<file path="config.mk">
export PLATFORM = sky130hd
export DESIGN_NAME = translation_result_top
export DESIGN_NICKNAME = d
export VERILOG_FILES = /design/src/logic/xlat_result_pkg.sv /design/src/logic/xlat_short_layout.sv /design/src/logic/xlat_long_layout.sv /design/src/logic/translation_result_top.sv
export SDC_FILE = /design/constraint.sdc
export NUM_CORES = 1
export LEC_CHECK = 0
export BUFFER_PORTS_ARGS = -buffer_cell sky130_fd_sc_hd__buf_4
export CAP_MARGIN = 20
export CORE_ASPECT_RATIO = 0.7
export CORE_MARGIN = 2
export CORE_UTILIZATION = 46
export CTS_CLUSTER_SIZE = 25
export DETAILED_ROUTE_END_ITERATION = 10
export GPL_ROUTABILITY_DRIVEN = 0
export PLACE_DENSITY = 0.74
export SETUP_SLACK_MARGIN = 0.05
export SLEW_MARGIN = 20
export SYNTH_ARGS = -nofsm -noshare
export SYNTH_HDL_FRONTEND = slang
export SYNTH_SLANG_ARGS = --single-unit
</file>
<file path="constraint.sdc">
create_clock -name sys_clk -period 1.43 [get_ports sys_clk]
set_input_delay 0.0715 -clock sys_clk [delete_from_list [all_inputs] [get_ports sys_clk]]
set_output_delay 0.0715 -clock sys_clk [all_outputs]
set_load 0.01 [all_outputs]
</file>
<file path="src/logic/xlat_result_pkg.sv">
// Constants for the translation result register block.
// Assumes an APB master on sys_clk and a translation engine on the same clock.
//
// Overview of operation
// RL1 - Short success: PA[31:12] into bits 31:12
// RL2 - Short success: bit 11 reads zero
// RL3 - Bit 10 flags not outer shareable
// RL4 - Bit 9 secure-bank nonsecure attribute, else zero
// RL5 - Short success: bit 7 flags shareable
// RL6 - Inner attribute code in bits 6:4
// RL7 - Outer attribute code in bits 3:2
// RL8 - Bit 1 flags supersection
// RL9 - Supersection: PA[39:32] into bits 23:16, zeros below
// RL10 - Success layouts clear bit 0
// RL11 - Long success: attribute byte in bits 63:56
// RL12 - Long PA bits 47:12, unimplemented read zero
// RL13 - Long success: bit 11 reads one
// RL14 - Fault: read-only format field, 0b11 as wide; code reports wide as 0b10
// RL15 - Software avoids reconfiguring with faults pending
// RL16 - Fault bit 7 address size fault
// RL17 - Fault bit 6 lookaside lock fault
// RL18 - Fault bit 5 multiple match, optional
// RL19 - Fault bit 4 external walk fault, optional
// RL20 - Fault bits 3,2,1 permission, access, translation
// RL21 - Abort sets bit 0
// RL22 - 64-bit read/write result register
// RL23 - Layout by scheme and outcome, atomic write
package xlat_result_pkg;
  // Register byte offsets
  localparam logic [7:0] RESULT_LO_OFFSET  = 8'h00;
  localparam logic [7:0] RESULT_HI_OFFSET  = 8'h04;
  localparam logic [7:0] CONTROL_OFFSET    = 8'h08;
  localparam logic [7:0] STATUS_OFFSET     = 8'h0c;
  localparam logic [63:0] RESULT_RESET     = 64'h0;
  localparam logic [1:0]  CONTROL_RESET    = 2'h0;
  // Control fields
  localparam int CTRL_WIDE_BIT = 0;
  localparam int CTRL_EXT_BIT  = 1;
  // Result fields
  localparam int FAULT_BIT      = 0;
  localparam int SUPER_BIT      = 1;
  localparam int OUTER_LSB      = 2;
  localparam int INNER_LSB      = 4;
  localparam int SHARE_BIT      = 7;
  localparam int SHFIELD_LSB    = 7;
  localparam int NSEC_BIT       = 9;
  localparam int NOS_BIT        = 10;
  localparam int FIXED_BIT      = 11;
  localparam int PA_LSB         = 12;
  localparam int MEMORY_ATTR_BYTE_LSB      = 56;
  localparam int FMT_LSB        = 8;
  localparam int FAULT_CAUSE_LSB = 1;
  // Fault-layout format codes
  localparam logic [1:0] FMT_SHORT = 2'h0;
  localparam logic [1:0] FMT_LONG  = 2'h1;
  localparam logic [1:0] FMT_WIDE  = 2'h2;
  // Fault cause vector positions (vector bit i lands on result bit i+1)
  localparam int CAUSE_TF  = 0;
  localparam int CAUSE_AFF = 1;
  localparam int CAUSE_PF  = 2;
  localparam int CAUSE_EF  = 3;
  localparam int CAUSE_MC  = 4;
  localparam int CAUSE_LK  = 5;
  localparam int CAUSE_ASF = 6;
  typedef enum logic [1:0] {SCHEME_SHORT, SCHEME_LONG, SCHEME_WIDE} scheme_t;
endpackage

</file>
<file path="src/logic/xlat_short_layout.sv">
// Short-descriptor success layout of the translation result.
// Assumes inputs already valid for the completing operation.
`timescale 1ns/10ps
module xlat_short_layout #(
  parameter bit SHARE_DISTINCT = 1'b1,
  parameter bit TWO_SECURITY   = 1'b1
) (
  input  wire logic [39:12] paIn,
  input  wire logic         superSection,
  input  wire logic         notOuterShare,
  input  wire logic         nonSecAttr,
  input  wire logic         secureBank,
  input  wire logic         shareable,
  input  wire logic [2:0]   innerAttr,
  input  wire logic [1:0]   outerAttr,
  output logic      [63:0]  layout
);
  always_comb
  begin
    layout = 64'h0;
    if (superSection)
    begin
      layout[31:24] = paIn[31:24];  // RL9
      layout[23:16] = paIn[39:32];  // RL9
      layout[15:12] = 4'h0;         // RL9
    end
    else
    begin
      layout[31:12] = paIn[31:12];  // RL1
    end
    layout[xlat_result_pkg::FIXED_BIT] = 1'b0;                              // RL2
    layout[xlat_result_pkg::NOS_BIT] = SHARE_DISTINCT & notOuterShare;      // RL3
    layout[xlat_result_pkg::NSEC_BIT] = TWO_SECURITY & secureBank & nonSecAttr;  // RL4
    layout[xlat_result_pkg::SHARE_BIT] = shareable;                          // RL5
    layout[xlat_result_pkg::INNER_LSB +: 3] = innerAttr;                     // RL6
    layout[xlat_result_pkg::OUTER_LSB +: 2] = outerAttr;                     // RL7
    layout[xlat_result_pkg::SUPER_BIT] = superSection;                       // RL8
    layout[xlat_result_pkg::FAULT_BIT] = 1'b0;                               // RL10
  end
endmodule // xlat_short_layout

</file>
<file path="src/logic/xlat_long_layout.sv">
// Long-descriptor and wide-scheme success layout of the translation result.
// Assumes PA_BITS is the larger of input and output address sizes.
`timescale 1ns/10ps
module xlat_long_layout #(
  parameter int PA_BITS      = 48,
  parameter bit TWO_SECURITY = 1'b1
) (
  input  wire logic [47:12] paIn,
  input  wire logic [7:0]   memAttrByte,
  input  wire logic [1:0]   shareField,
  input  wire logic         nonSecAttr,
  input  wire logic         secureBank,
  output logic      [63:0]  layout
);
  logic [47:12] paMask;
  always_comb
  begin
    paMask = '0;
    for (int i = 12; i < 48; i++)
    begin
      paMask[i] = (i < PA_BITS);  // RL12
    end
    layout = 64'h0;
    layout[xlat_result_pkg::MEMORY_ATTR_BYTE_LSB +: 8] = memAttrByte;  // RL11
    layout[47:12] = paIn & paMask;                          // RL12
    layout[xlat_result_pkg::FIXED_BIT] = 1'b1;              // RL13
    layout[xlat_result_pkg::NSEC_BIT] = TWO_SECURITY & secureBank & nonSecAttr;  // RL4
    layout[xlat_result_pkg::SHFIELD_LSB +: 2] = shareField;
    layout[xlat_result_pkg::FAULT_BIT] = 1'b0;              // RL10
  end
endmodule // xlat_long_layout

</file>
<file path="src/logic/translation_result_top.sv">
// Translation result register with APB access and completion capture.
// Assumes the translation engine drives its completion ports on sys_clk.
//
// The APB interface to the registers and the register offsets were left to the implementer.
`timescale 1ns/10ps
module translation_result_top #(
  parameter int PA_BITS        = 48,
  parameter bit SHARE_DISTINCT = 1'b1,
  parameter bit TWO_SECURITY   = 1'b1,
  parameter bit MATCH_DETECT   = 1'b1,
  parameter bit EXT_DETECT     = 1'b1
) (
  input  wire logic        sys_clk,
  input  wire logic        reset_n,
  input  wire logic        psel,
  input  wire logic        penable,
  input  wire logic        pwrite,
  input  wire logic [7:0]  paddr,
  input  wire logic [31:0] pwdata,
  input  wire logic [3:0]  pstrb,
  output logic      [31:0] prdata,
  output logic             pready,
  output logic             pslverr,
  input  wire logic        opDone,
  input  wire logic        opFault,
  input  wire logic [47:12] paIn,
  input  wire logic        superSection,
  input  wire logic        notOuterShare,
  input  wire logic        nonSecAttr,
  input  wire logic        secureBank,
  input  wire logic        shareable,
  input  wire logic [2:0]  innerAttr,
  input  wire logic [1:0]  outerAttr,
  input  wire logic [7:0]  memAttrByte,
  input  wire logic [1:0]  shareField,
  input  wire logic        addressSizeFault,
  input  wire logic        tlbLockFault,
  input  wire logic        tlbMultimatchFault,
  input  wire logic        externalWalkFault,
  input  wire logic        permissionFault,
  input  wire logic        accessFlagFault,
  input  wire logic        translationFault,
  output logic      [1:0]  schemeOut,
  output logic             resultValid
);

  if (PA_BITS < 32 || PA_BITS > 48)
  begin : g_bad_pa_bits
    $error("PA_BITS must lie between 32 and 48");
  end

  // ****************************************************************
  // Control register and scheme selection
  // ****************************************************************
  logic [1:0] controlQ;
  logic       wideSel;
  logic       extEffective;
  xlat_result_pkg::scheme_t scheme;
  logic [1:0] fmtCode;

  assign wideSel      = controlQ[xlat_result_pkg::CTRL_WIDE_BIT];
  assign extEffective = wideSel | controlQ[xlat_result_pkg::CTRL_EXT_BIT];

  always_comb
  begin
    if (wideSel)
      scheme = xlat_result_pkg::SCHEME_WIDE;
    else if (extEffective)
      scheme = xlat_result_pkg::SCHEME_LONG;
    else
      scheme = xlat_result_pkg::SCHEME_SHORT;
  end

  // Format code follows the live configuration
  always_comb
  begin
    case (scheme)
      xlat_result_pkg::SCHEME_WIDE:  fmtCode = xlat_result_pkg::FMT_WIDE;   // RL14
      xlat_result_pkg::SCHEME_LONG:  fmtCode = xlat_result_pkg::FMT_LONG;   // RL14
      xlat_result_pkg::SCHEME_SHORT: fmtCode = xlat_result_pkg::FMT_SHORT;  // RL14
      default:                       fmtCode = xlat_result_pkg::FMT_WIDE;
    endcase
  end

  // ****************************************************************
  // APB decode
  // ****************************************************************
  logic setupPhase;
  logic accessWrite;
  logic hitLo;
  logic hitHi;
  logic hitCtrl;
  logic hitStat;
  logic mapped;

  assign setupPhase  = psel & ~penable;
  assign accessWrite = psel & penable & pwrite;
  assign hitLo   = (paddr == xlat_result_pkg::RESULT_LO_OFFSET);
  assign hitHi   = (paddr == xlat_result_pkg::RESULT_HI_OFFSET);
  assign hitCtrl = (paddr == xlat_result_pkg::CONTROL_OFFSET);
  assign hitStat = (paddr == xlat_result_pkg::STATUS_OFFSET);
  assign mapped  = hitLo | hitHi | hitCtrl | hitStat;

  // Zero wait state slave
  assign pready  = 1'b1;
  assign pslverr = psel & penable & ~mapped;

  function automatic logic [31:0] merge(input logic [31:0] old, input logic [31:0] wd, input logic [3:0] st);
    logic [31:0] r;
    r = old;
    for (int b = 0; b < 4; b++)
    begin
      if (st[b])
        r[b*8 +: 8] = wd[b*8 +: 8];
    end
    return r;
  endfunction

  // ****************************************************************
  // Layout builders
  // ****************************************************************
  logic [63:0] shortLayout;
  logic [63:0] longLayout;
  logic [63:0] faultLayout;
  logic [63:0] captureValue;

  xlat_short_layout #(
    .SHARE_DISTINCT (SHARE_DISTINCT),
    .TWO_SECURITY   (TWO_SECURITY)
  ) shortPack (
    .paIn          (paIn[39:12]),
    .superSection  (superSection),
    .notOuterShare (notOuterShare),
    .nonSecAttr    (nonSecAttr),
    .secureBank    (secureBank),
    .shareable     (shareable),
    .innerAttr     (innerAttr),
    .outerAttr     (outerAttr),
    .layout        (shortLayout)
  );

  xlat_long_layout #(
    .PA_BITS      (PA_BITS),
    .TWO_SECURITY (TWO_SECURITY)
  ) longPack (
    .paIn        (paIn),
    .memAttrByte (memAttrByte),
    .shareField  (shareField),
    .nonSecAttr  (nonSecAttr),
    .secureBank  (secureBank),
    .layout      (longLayout)
  );

  always_comb
  begin
    faultLayout = 64'h0;
    faultLayout[xlat_result_pkg::FAULT_CAUSE_LSB + xlat_result_pkg::CAUSE_ASF] = addressSizeFault;  // RL16
    faultLayout[xlat_result_pkg::FAULT_CAUSE_LSB + xlat_result_pkg::CAUSE_LK]  = tlbLockFault;      // RL17
    faultLayout[xlat_result_pkg::FAULT_CAUSE_LSB + xlat_result_pkg::CAUSE_MC]  =
      MATCH_DETECT & tlbMultimatchFault;                                                            // RL18
    faultLayout[xlat_result_pkg::FAULT_CAUSE_LSB + xlat_result_pkg::CAUSE_EF]  =
      EXT_DETECT & externalWalkFault;                                                               // RL19
    faultLayout[xlat_result_pkg::FAULT_CAUSE_LSB + xlat_result_pkg::CAUSE_PF]  = permissionFault;   // RL20
    faultLayout[xlat_result_pkg::FAULT_CAUSE_LSB + xlat_result_pkg::CAUSE_AFF] = accessFlagFault;   // RL20
    faultLayout[xlat_result_pkg::FAULT_CAUSE_LSB + xlat_result_pkg::CAUSE_TF]  = translationFault;  // RL20
    faultLayout[xlat_result_pkg::FAULT_BIT] = 1'b1;                                                 // RL21
  end

  always_comb
  begin
    if (opFault)
      captureValue = faultLayout;  // RL23
    else if (scheme == xlat_result_pkg::SCHEME_SHORT)
      captureValue = shortLayout;  // RL23
    else
      captureValue = longLayout;   // RL23
  end

  // ****************************************************************
  // Software write masks
  // ****************************************************************
  logic [63:0] resultQ;
  logic [63:0] wiMask;
  always_comb
  begin
    wiMask = 64'h0;
    if (resultQ[xlat_result_pkg::FAULT_BIT])
    begin
      wiMask[xlat_result_pkg::FMT_LSB +: 2] = 2'h3;  // RL14
      wiMask[xlat_result_pkg::FAULT_CAUSE_LSB + xlat_result_pkg::CAUSE_MC] = ~MATCH_DETECT;  // RL18
      wiMask[xlat_result_pkg::FAULT_CAUSE_LSB + xlat_result_pkg::CAUSE_EF] = ~EXT_DETECT;    // RL19
    end
    else if (scheme == xlat_result_pkg::SCHEME_SHORT)
    begin
      wiMask[xlat_result_pkg::NOS_BIT]  = ~SHARE_DISTINCT;  // RL3
      wiMask[xlat_result_pkg::NSEC_BIT] = ~TWO_SECURITY;    // RL4
    end
    else
    begin
      for (int i = 12; i < 48; i++)
      begin
        wiMask[i] = (i >= PA_BITS);  // RL12
      end
      wiMask[xlat_result_pkg::NSEC_BIT] = ~TWO_SECURITY;  // RL4
    end
  end

  // ****************************************************************
  // Result register
  // ****************************************************************
  logic [63:0] resultD;
  logic [63:0] swValue;

  always_comb
  begin
    swValue = resultQ;
    if (accessWrite && hitLo)
      swValue[31:0] = merge(resultQ[31:0], pwdata, pstrb);
    if (accessWrite && hitHi)
      swValue[63:32] = merge(resultQ[63:32], pwdata, pstrb);
    swValue = (swValue & ~wiMask) | (resultQ & wiMask);
    // Completion wins over a software write in the same cycle
    if (opDone)
      resultD = captureValue;  // RL23
    else
      resultD = swValue;       // RL22
  end

  always_ff @(posedge sys_clk or negedge reset_n)
  begin
    if (!reset_n)
      resultQ <= xlat_result_pkg::RESULT_RESET;
    else
      resultQ <= resultD;
  end

  always_ff @(posedge sys_clk or negedge reset_n)
  begin
    if (!reset_n)
      controlQ <= xlat_result_pkg::CONTROL_RESET;
    else if (accessWrite && hitCtrl && pstrb[0])
      controlQ <= pwdata[1:0];
  end

  // Tracks that a completion has been captured since reset
  always_ff @(posedge sys_clk or negedge reset_n)
  begin
    if (!reset_n)
      resultValid <= 1'b0;
    else if (opDone)
      resultValid <= 1'b1;
  end

  // ****************************************************************
  // Read path
  // ****************************************************************
  logic [63:0] resultView;
  logic [31:0] readD;

  always_comb
  begin
    resultView = resultQ;
    if (resultQ[xlat_result_pkg::FAULT_BIT])
      resultView[xlat_result_pkg::FMT_LSB +: 2] = fmtCode;  // RL14
  end

  always_comb
  begin
    readD = 32'h0;
    if (hitLo)
      readD = resultView[31:0];
    else if (hitHi)
      readD = resultView[63:32];
    else if (hitCtrl)
      readD = {30'h0, controlQ};
    else if (hitStat)
      readD = {28'h0, resultQ[xlat_result_pkg::FAULT_BIT], resultValid, fmtCode};
  end

  always_ff @(posedge sys_clk or negedge reset_n)
  begin
    if (!reset_n)
      prdata <= 32'h0;
    else if (setupPhase && !pwrite)
      prdata <= readD;
  end

  always_ff @(posedge sys_clk or negedge reset_n)
  begin
    if (!reset_n)
      schemeOut <= 2'h0;
    else
      schemeOut <= fmtCode;
  end

  // ****************************************************************
  // Assertions
  // ****************************************************************
  logic shortOk;
  logic longOk;
  assign shortOk = opDone && !opFault && (scheme == xlat_result_pkg::SCHEME_SHORT);
  assign longOk  = opDone && !opFault && (scheme != xlat_result_pkg::SCHEME_SHORT);

  property p_short_pa;
    @(posedge sys_clk) disable iff (!reset_n)
    (shortOk && !superSection) |=> (resultQ[31:12] == $past(paIn[31:12]));
  endproperty
  a_short_pa: assert property (p_short_pa) else $error("short pa not captured");  // RL1

  property p_short_fixed;
    @(posedge sys_clk) disable iff (!reset_n)
    shortOk |=> (resultQ[11] == 1'b0) && (resultQ[0] == 1'b0) && (resultQ[1] == $past(superSection));
  endproperty
  a_short_fixed: assert property (p_short_fixed) else $error("short fixed bits wrong");  // RL2

  property p_short_attr;
    @(posedge sys_clk) disable iff (!reset_n)
    shortOk |=> (resultQ[6:2] == {$past(innerAttr), $past(outerAttr)}) && (resultQ[7] == $past(shareable));
  endproperty
  a_short_attr: assert property (p_short_attr) else $error("short attributes wrong");  // RL6

  property p_super;
    @(posedge sys_clk) disable iff (!reset_n)
    (shortOk && superSection) |=> (resultQ[23:16] == $past(paIn[39:32])) && (resultQ[15:12] == 4'h0);
  endproperty
  a_super: assert property (p_super) else $error("supersection layout wrong");  // RL9

  property p_long;
    @(posedge sys_clk) disable iff (!reset_n)
    longOk |=> (resultQ[11] == 1'b1) && (resultQ[63:56] == $past(memAttrByte)) && (resultQ[55:48] == 8'h0);
  endproperty
  a_long: assert property (p_long) else $error("long layout wrong");  // RL13

  property p_long_unimpl;
    @(posedge sys_clk) disable iff (!reset_n)
    longOk |=> ((resultQ[47:12] >> (PA_BITS - 12)) == 36'h0);
  endproperty
  a_long_unimpl: assert property (p_long_unimpl) else $error("unimplemented pa bits set");  // RL12

  property p_fault;
    @(posedge sys_clk) disable iff (!reset_n)
    (opDone && opFault) |=> resultQ[0] && (resultQ[7] == $past(addressSizeFault))
      && (resultQ[6] == $past(tlbLockFault)) && (resultQ[3:1] ==
      {$past(permissionFault), $past(accessFlagFault), $past(translationFault)});
  endproperty
  a_fault: assert property (p_fault) else $error("fault layout wrong");  // RL21

  property p_fmt;
    @(posedge sys_clk) disable iff (!reset_n)
    (resultQ[0] && wideSel) |-> (resultView[9:8] == 2'h2);
  endproperty
  a_fmt: assert property (p_fmt) else $error("format code wrong");  // RL14

  property p_hold;
    @(posedge sys_clk) disable iff (!reset_n)
    (!opDone && !accessWrite) |=> $stable(resultQ);
  endproperty
  a_hold: assert property (p_hold) else $error("result changed without cause");  // RL23

endmodule // translation_result_top

</file>
# Word-level counts from Yosys, hierarchy flattened
# Cells that the tools add are included.
[word_totals]
regBits = 101
[classes]
bitwise = 15
n_eq_ne = 4
n_mux = 23
n_reduce_logical = 8
[ops]
columns = ["operator", "count"]
rows = [
  ["64-bit 2-to-1 mux", 3],
  ["32-bit 2-to-1 mux", 4],
  ["64-bit by 10-bit bitwise AND with 64-bit output", 1],
  ["64-bit bitwise AND", 1],
  ["8-bit 2-to-1 mux", 8],
  ["10-bit NOT with 64-bit output", 1],
  ["64-bit bitwise OR", 1],
  ["8-bit by 4-bit == test with 1-bit output, second input constant", 2],
  ["12-bit 2-to-1 mux", 1],
  ["8-bit by 3-bit == test with 1-bit output, second input constant", 1],
  ["8-bit zero test", 1],
  ["4-bit 2-to-1 mux", 2],
  ["1-bit bitwise AND", 5],
  ["1-bit logical AND", 5],
  ["2-bit 2-to-1 mux", 2],
  ["1-bit bitwise OR", 4],
  ["2-bit case mux with 2 select lines", 1],
  ["2-bit by 1-bit == test with 1-bit output, second input constant", 1],
  ["2-bit zero test", 1],
  ["1-bit 2-to-1 mux", 2],
  ["1-bit NOT", 2],
  ["1-bit zero test", 1],
]

# Longest topological paths before layout
# Gate-level depths: netlist of the first run.
[logic_depth]
word_depth = 9
mapped_depth = 7

# By module
# From an unflattened synthesis of the first run, not the netlist that was laid out.
[unflattened]
cells_unflattened = 642
area_unflattened_um2 = 6661.4
[modules_own_cells]
columns = ["mod", "cells_each", "seq_area_each_um2", "area_per_inst_um2", "n_inst"]
rows = [
  ["translation_result_top", 510, 2527.4, 5622.9, 1],
  ["xlat_short_layout", 66, 0.0, 551.8, 1],
  ["xlat_long_layout", 66, 0.0, 486.7, 1],
]

# Worst setup path after synthesis of the first run
# OpenSTA, ideal clock, no wires.
[synth_timing]
kind = "flip-flop to flip-flop"
from = "register controlQ[0]"
to = "register resultQ[32]"
path_buffers = 2
slack_ns = -0.104
setup_ns = 0.140
synth_period_minus_slack_ns = 1.534
t_required_ns = 1.290
path_stages_with_launch = 7
arrival_ns = 1.394
cell_sequence = "dfrtp_1 > or2_2 > and2_1 > buf_2 > clkbuf_1 > a22oi_1 > o21ai_0"
[synth_via]
elab_chain_len = 7
[synth_lines]
columns = ["item", "line", "text"]
rows = [
  ["from (decl)", "translation_result_top.sv:55", "logic [1:0] controlQ;"],
  ["from (signal assigned)", "translation_result_top.sv:240", "controlQ <= xlat_result_pkg::CONTROL_RESET;"],
  ["from (signal assigned)", "translation_result_top.sv:242", "controlQ <= pwdata[1:0];"],
  ["1-bit bitwise OR", "translation_result_top.sv:62", "assign extEffective = wideSel | controlQ[xlat_result_pkg::CTRL_EXT_BIT];"],
  ["1-bit 2-to-1 mux", "translation_result_top.sv:68", "else if (extEffective)"],
  ["2-bit 2-to-1 mux (*)", "translation_result_top.sv:66", "if (wideSel)"],
  ["2-bit zero test (*)", "--", ""],
  ["64-bit 2-to-1 mux (*)", "translation_result_top.sv:173", "else if (scheme == xlat_result_pkg::SCHEME_SHORT)"],
  ["64-bit 2-to-1 mux (*)", "translation_result_top.sv:171", "if (opFault)"],
  ["64-bit 2-to-1 mux (*)", "translation_result_top.sv:223", "if (opDone)"],
  ["to (signal assigned)", "translation_result_top.sv:232", "resultQ <= xlat_result_pkg::RESULT_RESET;"],
  ["to (signal assigned)", "translation_result_top.sv:234", "resultQ <= resultD;"],
  ["to (decl)", "translation_result_top.sv:182", "logic [63:0] resultQ;"],
]
# Mark *: on every way between the ends. The rest lies on a longest branch, timed or not.
# A chain may end at the register's enable or synchronous reset.

# Final worst setup path of the first run
[layout_timing]
from = "register controlQ[0]"
to = "register resultQ[7]"
# The elaborated chain is that of the path after synthesis.

==> Implementation_results.wiki, run 1 <==
{| class="wikitable"
! Metric !! Value
|-
| Number of register bits inferred by synthesis || 101
|-
| Die extent in x || 127 um
|-
| Total overflow reported by the global router || 0
|-
| Share of layout cells above drive strength 1 || 0.354
|-
| Nets in the synthesized netlist || 606
|-
| Layout overhead on the synthesized area || 43.2%
|-
| Most common cell in the netlist || dfrtp_1
|-
| Highest achievable clock rate || 679 MHz
|-
| Worst-skew pair later-pin latency || 0.34 ns
|-
| Vias per cell || 5.84
|-
| DR vias || 4681
|-
| Top Usage Layer GRT || met2
|-
| Int Power || 5.57 mW
|-
| List of cells traversed by the critical path || or2_4, mux2_2, mux2i_1, mux2i_1
|-
| Cts bufs inserted || 9
|-
| Post-route cell area || 0.00695 mm^2
|-
| Main area contributors after synthesis || dfrtp_1, nor2_1, a221oi_1
|-
| Layout Skew || 0.00585 ns
|-
| Worst hold path cell count || 3
|-
| Fraction of power consumed by the clock network || 0.370
|-
| Reg2Reg Depth || 4
|-
| Buffering stage count on the worst path with inverters included || 0
|-
| Crit-path slowest cell || dfrtp_2
|-
| Setup violation total in the final timing report || 1
|-
| Unique cell type count in the Yosys netlist || 40
|-
| DR iter-0 viols || 423
|-
| Data required time of the critical path || 1.65 ns
|-
| Antenna fix cells || 0
|-
| HPWL after detailed placement || 11000 um
|-
| Most numerous cell types in the synthesized netlist || dfrtp_1, nor2_1, nand2_1, a21oi_1
|-
| Power density normalized to cell area || 1070 mW/mm^2
|-
| Maximum ir drop on the vdd rail || 0.665 mV
|-
| Total detailed-routing wirelength || 15300 um
|-
| WS Path Type || reg2reg
|-
| Predominant post-synthesis flop cell || dfrtp_1
|-
| Leakage component of the power || 3.34 nW
|-
| Cell Area, Placed || 0.00636 mm^2
|-
| Met3 usage || 0.0571
|-
| Switching power total || 1.86 mW
|-
| Number of instances in the synthesized netlist || 492
|-
| Yosys top cell area share || 0.521
|-
| Core area || 0.0103 mm^2
|-
| Largest area contributor in the netlist || dfrtp_1
|-
| Root buf cell || clkbuf_16
|-
| Number of buffer cells added on primary ports || 149
|-
| Syn avg cell area || 9.86 um^2
|-
| Worst hold path class || in2reg
|-
| Post-layout net count || 779
|-
| Violations in the final reports || setup timing
|-
| Top fanout value on the critical path || 4
|-
| Largest delay share family, worst path || multiplexers
|-
| Switching part of the total || 0.250
|-
| Proportion of synthesized chip area in sequential cells || 0.521
|-
| Final Slew Violations || 0
|-
| Slowest Stage Delay on Critical Path || 0.44 ns
|-
| Overall power after layout || 7.43 mW
|-
| Number of failing hold endpoints at the final stage || 0
|-
| Count of maximum capacitance violations || 0
|-
| Data arrival time of the critical path || 1.69 ns
|-
| Die Footprint || 0.0114 mm^2
|-
| Register clock-pin slew on the reported worst setup and hold paths || 0.07 ns
|-
| Synth warnings || 0
|-
| Number of enable-type register cells in the synthesized netlist || 0
|-
| Minimum setup slack after placement || -0.107 ns
|-
| Final core utilization || 0.673
|-
| Global-route wire length before repair || 23700 um
|-
| Critical Path Sink Type || flop
|-
| Library cell appearing most often on the critical path || mux2i_1
|-
| Row cnt || 31
|-
| Final worst-path cycle share || 1.03
|-
| RSZ-0062 raised after global routing || yes
|-
| Power share of the combinational group || 0.183
|-
| Clock period minus final worst setup slack || 1.47 ns
|-
| Area of the mapped netlist || 0.00485 mm^2
|-
| H-tree depth || 3
|-
| Routing usage on met2 || 0.404
|-
| Fin worst setup slack || -0.0435 ns
|-
| Wire per inst || 19.1 um
|-
| Num ports || 151
|-
| Effective utilization at floorplan || 0.470
|-
| Clock tree sinks || 101
|-
| Die Height || 89.9 um
|-
| Maximum number of pins on one net before global-route repair || 71
|-
| Setup Fix Bufs, Post-CTS || 0
|-
| ANT nets after route || 0
|-
| Number of remaining DRC errors || 0
|-
| Met1 Track Usage GR || 0.394
|-
| Clock buffer depth || 2
|-
| Vias in the first global route || 4640
|-
| Number of iterations in the first detailed-routing pass || 5
|-
| Result of the run || complete, but fails checks
|-
| Post-Route Setup TNS || -0.0435 ns
|-
| Clock tree from TritonCTS || yes
|-
| CP startpoint kind || flop
|-
| Sequential share of power || 0.447
|-
| Async S/R FF share, synth || 1.00
|-
| GRT Overall Usage || 0.268
|-
| Logic depth of the worst path, buffers included || 4
|-
| Initial antenna violation count || 0
|}
## layout by cell type (no fill, tap or decap), drive strengths merged, types with 6 or more instances in the layout
master	count
a22oi	10
dlygate4sd3	15
nor2b	18
a221oi	34
dfrtp	101
mux2i	28
nand2	42
o21ai	34
nor2	86
clkbuf	13
mux2	7
a31oi	6
a21oi	39
buf	185
o22ai	8
## registers in the layout, summed over array words and instances (netlist names), named ones only
register and flops:
resultQ 62, resultValid 1, controlQ 2, prdata 32, schemeOut 2
## repair_timing
| action | CTS | global route |
|---|---|---|
| pin swaps | 0 | 1 |
| gates resized for setup | 2 | 19 |
| hold buffers | 15 | 0 |
| endpoints found under the setup margin | 5 | 37 |
| cloned | 0 | 1 |
| hold endpoints to repair | 115 | 0 |
## power groups by stage
| stage | Sequential (mW) | Clock [mW] | Combinational (mW) |
|---|---|---|---|
| 2_1_floorplan | 3.39 | 0 | 0.473 |
| 3_3_place_gp | 3.35 | 0 | 1.26 |
| 3_5_place_dp | 3.37 | 0 | 1.30 |
| 4_1_cts | 3.32 | 2.78 | 1.34 |
| 5_1_grt | 3.35 | 2.88 | 1.48 |
| 6_report | 3.32 | 2.75 | 1.36 |
## worst register-to-register path, delay by kind of cell, from the launching register on
family	cells	cell delay (ns)
DFF	1	0.44
and+or+nand+nor	1	0.29
muxes	3	0.62
## logic make-up (layout without fill, tap and decap cells)
logic type / count (synthesis) / after routing / synth area share
mux: 35 / 35 / 0.0740
flops: 101 / 101 / 0.521
other cells: 1 / 1 / 0.000773
buf+inv: 41 / 218 / 0.0400
compound gates: 145 / 145 / 0.196
simple gates: 169 / 170 / 0.168
## final cells by class
class	instances	area, um^2
Fill cell	808	3370
Tap cell	132	165
Timing Repair Buffer	200	1660
Multi-Input combinational cell	351	2240
Sequential cell	101	2530
Clock buffer	13	280
Inverter	2	7.51
Clock inverter	3	65.1
## path summary, 6_finish.rpt
check	from	endpoint	slack, ns
max	controlQ[0]$_DFFE_PN0P_	resultQ[7]$_DFFE_PN0P_	-0.04
min	memAttrByte[0]	resultQ[56]$_DFFE_PN0P_	0.008
max reg2reg	controlQ[0]$_DFFE_PN0P_	resultQ[7]$_DFFE_PN0P_	-0.04
min reg2reg	resultQ[29]$_DFFE_PN0P_	resultQ[29]$_DFFE_PN0P_	0.49
max in group asynchronous	reset_n	controlQ[1]$_DFFE_PN0P_	0.78
min in group asynchronous	reset_n	prdata[29]$_DFFE_PN0P_	0.06
## through the flow
step / std cells / hold WS (ns)
final: 802 / 0.00789
after floorplan: 492 / -0.224
after global routing: 802 / 0.0130
after global placement: 770 / -0.130
after CTS: 801 / 0.00533
after detailed placement: 770 / -0.130
## routing by layer
metal	up-vias	wire length, um
li1	2114	-
met1	2309	6910
met2	242	6980
met3	16	1240
met4	0	212
met5	-	0
Power figures use the tool's default switching activity.
==> run 2, diff against run 1 <==
Settings changed: PLACE_DENSITY 0.74 to not set, PLACE_DENSITY_LB_ADDON set to 0.15.
==> run 2 against run 1 <==
  * The flow still finishes with violations (setup timing)
  * Sequential power about the same
  * Sequential cell count unchanged
  * Die area unchanged
  * Clock skew up 0.00091 ns
  * Utilization up 1.7 points
  * Register-to-register slack better by 0.04 ns
  * First-iteration DRC count up 30%
  * Worst hold slack worse by 0.0048 ns
  * Fmax up 2.9%
  * Clock power about the same
  * Critical path type unchanged
  * Largest cell class unchanged
  * Largest power group unchanged
==> Implementation_results.wiki, run 2 (same netlist as run 1, synthesis figures left out) <==
{| class="wikitable"
! Metric !! Value
|-
| Core area || 0.0103 mm^2
|-
| Post-route cell area || 0.00712 mm^2
|-
| Layout overhead on the synthesized area || 46.8%
|-
| DR vias || 4636
|-
| Final Slew Violations || 0
|-
| Layout Cells excl Fill || 811
|-
| Worst hold slack across all endpoints || 0.00305 ns
|-
| Highest achievable clock rate || 698 MHz
|-
| Cts bufs inserted || 9
|-
| Multi-input gate area || 0.00233 mm^2
|-
| GRT Overall Usage || 0.271
|-
| ANT nets after route || 0
|-
| Worst hold path cell count || 3
|-
| Filler cells || 828
|-
| Data required time of the critical path || 1.70 ns
|-
| Result of the run || complete, but fails checks
|-
| Worst hold path class || in2reg
|-
| Largest Register || resultQ
|-
| DR iter-0 viols || 552
|-
| Worst-skew pair later-pin latency || 0.34 ns
|-
| Top library cells by usage in the layout, fill and taps aside || buf_4, dfrtp_1, nor2_1
|-
| Worst Tran Pin Value || 0.575 ns
|-
| Number of failing hold endpoints at the final stage || 0
|-
| Die Footprint || 0.0114 mm^2
|-
| Share of layout cells above drive strength 1 || 0.390
|-
| Cells after DPL || 778
|-
| Wire per inst || 19.3 um
|-
| Commonest non-fill, non-tap cell in the layout || buf_4
|-
| Maximum ir drop on the vdd rail || 0.735 mV
|-
| Top fanout value on the critical path || 5
|-
| Global-route wire length before repair || 24300 um
|-
| Clock tree sinks || 101
|-
| H-tree depth || 3
|-
| Layout Skew || 0.00677 ns
|-
| Effective utilization at floorplan || 0.470
|-
| CP startpoint kind || flop
|-
| Root buf cell || clkbuf_16
|-
| Largest registers ranked by flip-flop count || resultQ x62, prdata x32
|-
| Initial antenna violation count || 0
|-
| Power density normalized to cell area || 1050 mW/mm^2
|-
| RSZ-0062 raised after global routing || yes
|-
| Total overflow reported by the global router || 0
|-
| Register clock-pin slew on the reported worst setup and hold paths || 0.07 ns
|-
| Number of iterations in the first detailed-routing pass || 5
|-
| Num ports || 151
|-
| Count of maximum capacitance violations || 0
|-
| Relative slew margins || 0.616
|-
| Antenna fix cells || 0
|-
| Vias per cell || 5.72
|-
| Die extent in x || 127 um
|-
| Critical Path Sink Type || flop
|-
| HPWL after detailed placement || 10900 um
|-
| Cell Area, Placed || 0.00643 mm^2
|-
| WS Path Type || reg2reg
|-
| Final worst-path cycle share || 1.00
|-
| Data arrival time of the critical path || 1.70 ns
|-
| Area taken by flip-flops and latches || 0.00253 mm^2
|-
| Total detailed-routing wirelength || 15600 um
|-
| Largest register FFs || 62
|-
| Minimum setup slack after placement || -0.106 ns
|-
| Violations in the final reports || setup timing
|-
| Fin worst setup slack || -0.00252 ns
|-
| Number of buffer cells added on primary ports || 149
|-
| Clock tree from TritonCTS || yes
|-
| Reg2Reg Depth || 5
|-
| Setup violation total in the final timing report || 2
|-
| Maximum number of pins on one net before global-route repair || 102
|-
| Die Height || 89.9 um
|-
| Leakage component of the power || 3.40 nW
|-
| Clock period minus final worst setup slack || 1.43 ns
|-
| Clock buffer depth || 2
|-
| Row cnt || 31
|-
| Post-layout net count || 788
|-
| Vias in the first global route || 4532
|-
| Number of remaining DRC errors || 0
|}
run 2: changes by cell type in the layout (fill, tap and decap cells not counted), sizes merged:
cell         previous run  this run
buf                   185       195
dlygate4sd3            15        14
run 2: final timing paths:
check	start	slack, ns	endpoint
worst max register to register	controlQ[1]$_DFFE_PN0P_	-0.003	resultQ[6]$_DFFE_PN0P_
max in group asynchronous	reset_n	0.66	resultQ[44]$_DFFE_PN0P_
min in group asynchronous	reset_n	0.29	prdata[9]$_DFFE_PN0P_
worst max-delay path	controlQ[1]$_DFFE_PN0P_	-0.003	resultQ[6]$_DFFE_PN0P_
worst min register to register	resultQ[29]$_DFFE_PN0P_	0.48	resultQ[29]$_DFFE_PN0P_
worst min-delay path	paIn[14]	0.003	resultQ[14]$_DFFE_PN0P_
run 2: stage by stage:
step           setup TNS, ns  power, mW  utilization
4_1_cts                    0       7.44        0.674
5_1_grt               -0.391       7.79        0.690
3_3_place_gp          -0.708       4.61        0.623
6_report            -0.00479       7.48        0.690
3_5_place_dp           -1.45       4.66        0.623
2_1_floorplan              0       3.86            -
run 2: where the power goes:
part           total [mW]  switching (mW)  internal (mW)
clock network        2.76            1.04           1.72
logic                1.39           0.670          0.723
registers            3.32           0.180           3.14
total                7.48            1.89           5.59
run 2: layout make-up:
class                   instances  share of cell area
repair buffers                209               0.245
clock buffers                  13              0.0394
multi-input cells             351               0.327
flip-flops and latches        101               0.355
clock inverters                 3             0.00914
inverters                       2             0.00105
well taps                     132              0.0232
run 2: what timing repair did:
item	CTS	global route
hold endpoints to repair	113	1
setup buffers	1	1
gates cloned	1	1
setup endpoints to repair	12	44
hold buffers	13	1
pin swaps	2	16
resized for setup	8	40
run 2: metal layers:
metal | GRT usage | share of wire | vias to the layer above
li1 | - | - | 2137
met1 | 0.412 | 0.47 | 2283
met2 | 0.401 | 0.45 | 201
met3 | 0.0583 | 0.073 | 15
met4 | 0.0604 | 0.011 | 0
met5 | 0 | 0 | -
run 2: critical path, stage by stage (launching register included):
cell and delay, ns:
dfrtp_1 0.42, or2_4 0.31, nor2_4 0.25, buf_6 0.16, a221oi_4 0.06, a21oi_2 0.16
==> run 3, diff against run 2 <==
Settings changed: REMOVE_ABC_BUFFERS set to 1.
==> run 3 against run 2 <==
  * The flow still finishes with violations (setup timing)
  * Sequential share of layout area up 0.29 points
  * Total power down 6.2%
  * Highest routed layer unchanged
  * Wire length down 5.2%
  * Critical path depth unchanged
  * Via count down 1.4%
  * Sequential power about the same
  * Worst hold slack worse by 0.00087 ns
==> Implementation_results.wiki, run 3 (same netlist as run 1, synthesis figures left out) <==
{| class="wikitable"
! Metric !! Value
|-
| Largest Register || resultQ
|-
| Worst hold slack across all endpoints || 0.00218 ns
|-
| Largest registers ranked by flip-flop count || resultQ x62, prdata x32
|-
| Highest achievable clock rate || 695 MHz
|-
| Vias per cell || 5.66
|-
| Setup violation total in the final timing report || 1
|-
| Final Slew Violations || 0
|-
| Worst r2r dst || resultQ[7]$_DFFE_PN0P_
|-
| Top library cells by usage in the layout, fill and taps aside || buf_4, dfrtp_1, nor2_1
|-
| Number of buffer cells added on primary ports || 149
|-
| Logic depth of the worst path, buffers included || 5
|-
| H-tree depth || 3
|-
| Largest delay share family, worst path || multiplexers
|-
| HPWL after detailed placement || 10500 um
|-
| Crit-path slowest cell || dfrtp_1
|-
| Data arrival time of the critical path || 1.66 ns
|-
| Effective utilization at floorplan || 0.470
|-
| Reg2Reg Depth || 5
|-
| Largest register FFs || 62
|-
| DR iter-0 viols || 332
|-
| Slack of the worst reg-to-reg path || -0.01 ns
|-
| Reg-to-Reg Start || controlQ[0]$_DFFE_PN0P_
|-
| Register clock-pin slew on the reported worst setup and hold paths || 0.07 ns
|-
| Library cell appearing most often on the critical path || mux2i_1
|-
| Endpoint, Worst Hold || resultQ[59]$_DFFE_PN0P_
|-
| RSZ-0062 raised after global routing || yes
|-
| Layout overhead on the synthesized area || 45.6%
|-
| DR vias || 4570
|-
| Clock period minus final worst setup slack || 1.44 ns
|-
| Final worst-path cycle share || 1.01
|-
| Post-layout net count || 786
|-
| Slowest Stage Delay on Critical Path || 0.41 ns
|-
| Leakage component of the power || 3.37 nW
|-
| Data required time of the critical path || 1.65 ns
|-
| Critical Path Sink Type || flop
|-
| Share of layout cells above drive strength 1 || 0.376
|-
| Number of iterations in the first detailed-routing pass || 4
|-
| Wire per inst || 18.3 um
|-
| WS Path Type || reg2reg
|-
| Worst hold path cell count || 3
|-
| GRT Overall Usage || 0.260
|-
| Clock tree from TritonCTS || yes
|-
| Layout Skew || 0.00776 ns
|-
| Number of failing hold endpoints at the final stage || 0
|-
| Die extent in x || 127 um
|-
| Cts bufs inserted || 9
|-
| Root buf cell || clkbuf_16
|-
| Final core utilization || 0.684
|-
| Cell Area, Placed || 0.00640 mm^2
|-
| Initial antenna violation count || 0
|-
| Global-route wire length before repair || 23400 um
|-
| Clock buffer depth || 2
|-
| Worst hold path class || in2reg
|-
| Row cnt || 31
|-
| Top fanout value on the critical path || 3
|-
| Count of maximum capacitance violations || 0
|-
| Minimum setup slack after placement || -0.0491 ns
|-
| Number of remaining DRC errors || 0
|-
| Power density normalized to cell area || 993 mW/mm^2
|-
| Core area || 0.0103 mm^2
|-
| Maximum ir drop on the vdd rail || 0.673 mV
|-
| Vias in the first global route || 4531
|-
| Cells after DPL || 777
|-
| Antenna fix cells || 0
|-
| Worst-skew pair later-pin latency || 0.34 ns
|-
| Buffering stage count on the worst path with inverters included || 1
|-
| Commonest non-fill, non-tap cell in the layout || buf_4
|-
| Clock tree sinks || 101
|-
| Post-route cell area || 0.00706 mm^2
|-
| Worst hold start || memAttrByte[3]
|-
| ANT nets after route || 0
|-
| Total detailed-routing wirelength || 14800 um
|-
| Die Height || 89.9 um
|-
| Total overflow reported by the global router || 0
|-
| List of cells traversed by the critical path || or2_4, buf_6, mux2_2, mux2i_1, mux2i_1
|-
| Die Footprint || 0.0114 mm^2
|-
| Layout Cells excl Fill || 808
|-
| Num ports || 151
|-
| Fin worst setup slack || -0.00957 ns
|-
| CP startpoint kind || flop
|-
| Result of the run || complete, but fails checks
|-
| Maximum number of pins on one net before global-route repair || 36
|-
| Violations in the final reports || setup timing
|}
[run 3: what timing repair did]
action,CTS,global route
hold endpoints to repair,46,0
endpoints found under the setup margin,39,26
hold buffers,16,0
resized for setup,12,58
pin swaps,1,22
buffers inserted,1,0
[run 3: how the worst max path moves through the flow]
stage,from,endpoint,slack (ns)
final,controlQ[0]$_DFFE_PN0P_,resultQ[7]$_DFFE_PN0P_,-0.01
after global routing,controlQ[0]$_DFFE_PN0P_,resultQ[23]$_DFFE_PN0P_,-0.07
after CTS,controlQ[1]$_DFFE_PN0P_,resultQ[23]$_DFFE_PN0P_,0.01
after detailed placement,controlQ[0]$_DFFE_PN0P_,resultQ[36]$_DFFE_PN0P_,-0.05
after global placement,paddr[5],controlQ[1]$_DFFE_PN0P_,-0.03
after floorplan,pwrite,prdata[0]$_DFFE_PN0P_,-0.76
[run 3: where the power goes]
part,switching (mW),internal (mW)
combinational,0.649,0.731
clock,1.05,1.27
sequential,0.178,3.14
[run 3: area by class of cell]
class	instances	area, um^2
Clock buffer	12	256
Inverter	2	7.51
Tap cell	132	165
Multi-Input combinational cell	350	2320
Sequential cell	101	2530
Clock inverter	3	21.3
Fill cell	816	3260
Timing Repair Buffer	208	1760
[run 3: stage by stage]
step,power [mW],setup TNS (ns)
after floorplan,3.82,-33.02
after global placement,4.61,-0.0924
after detailed placement,4.65,-0.466
after CTS,7.00,0
after global routing,7.30,-0.237
final,7.01,-0.00957
[run 3: metal layers]
metal | vias to the layer above | GRT usage | part of all wire
met4 | 0 | 0.0714 | 0.016
met2 | 197 | 0.401 | 0.46
met1 | 2223 | 0.381 | 0.45
li1 | 2129 | - | -
met3 | 21 | 0.0488 | 0.074
met5 | - | 0 | 0
[run 3: worst min-delay path, stage by stage]
cell and delay (ns):
buf_4 0.08, a21oi_2 0.05, o21ai_1 0.10
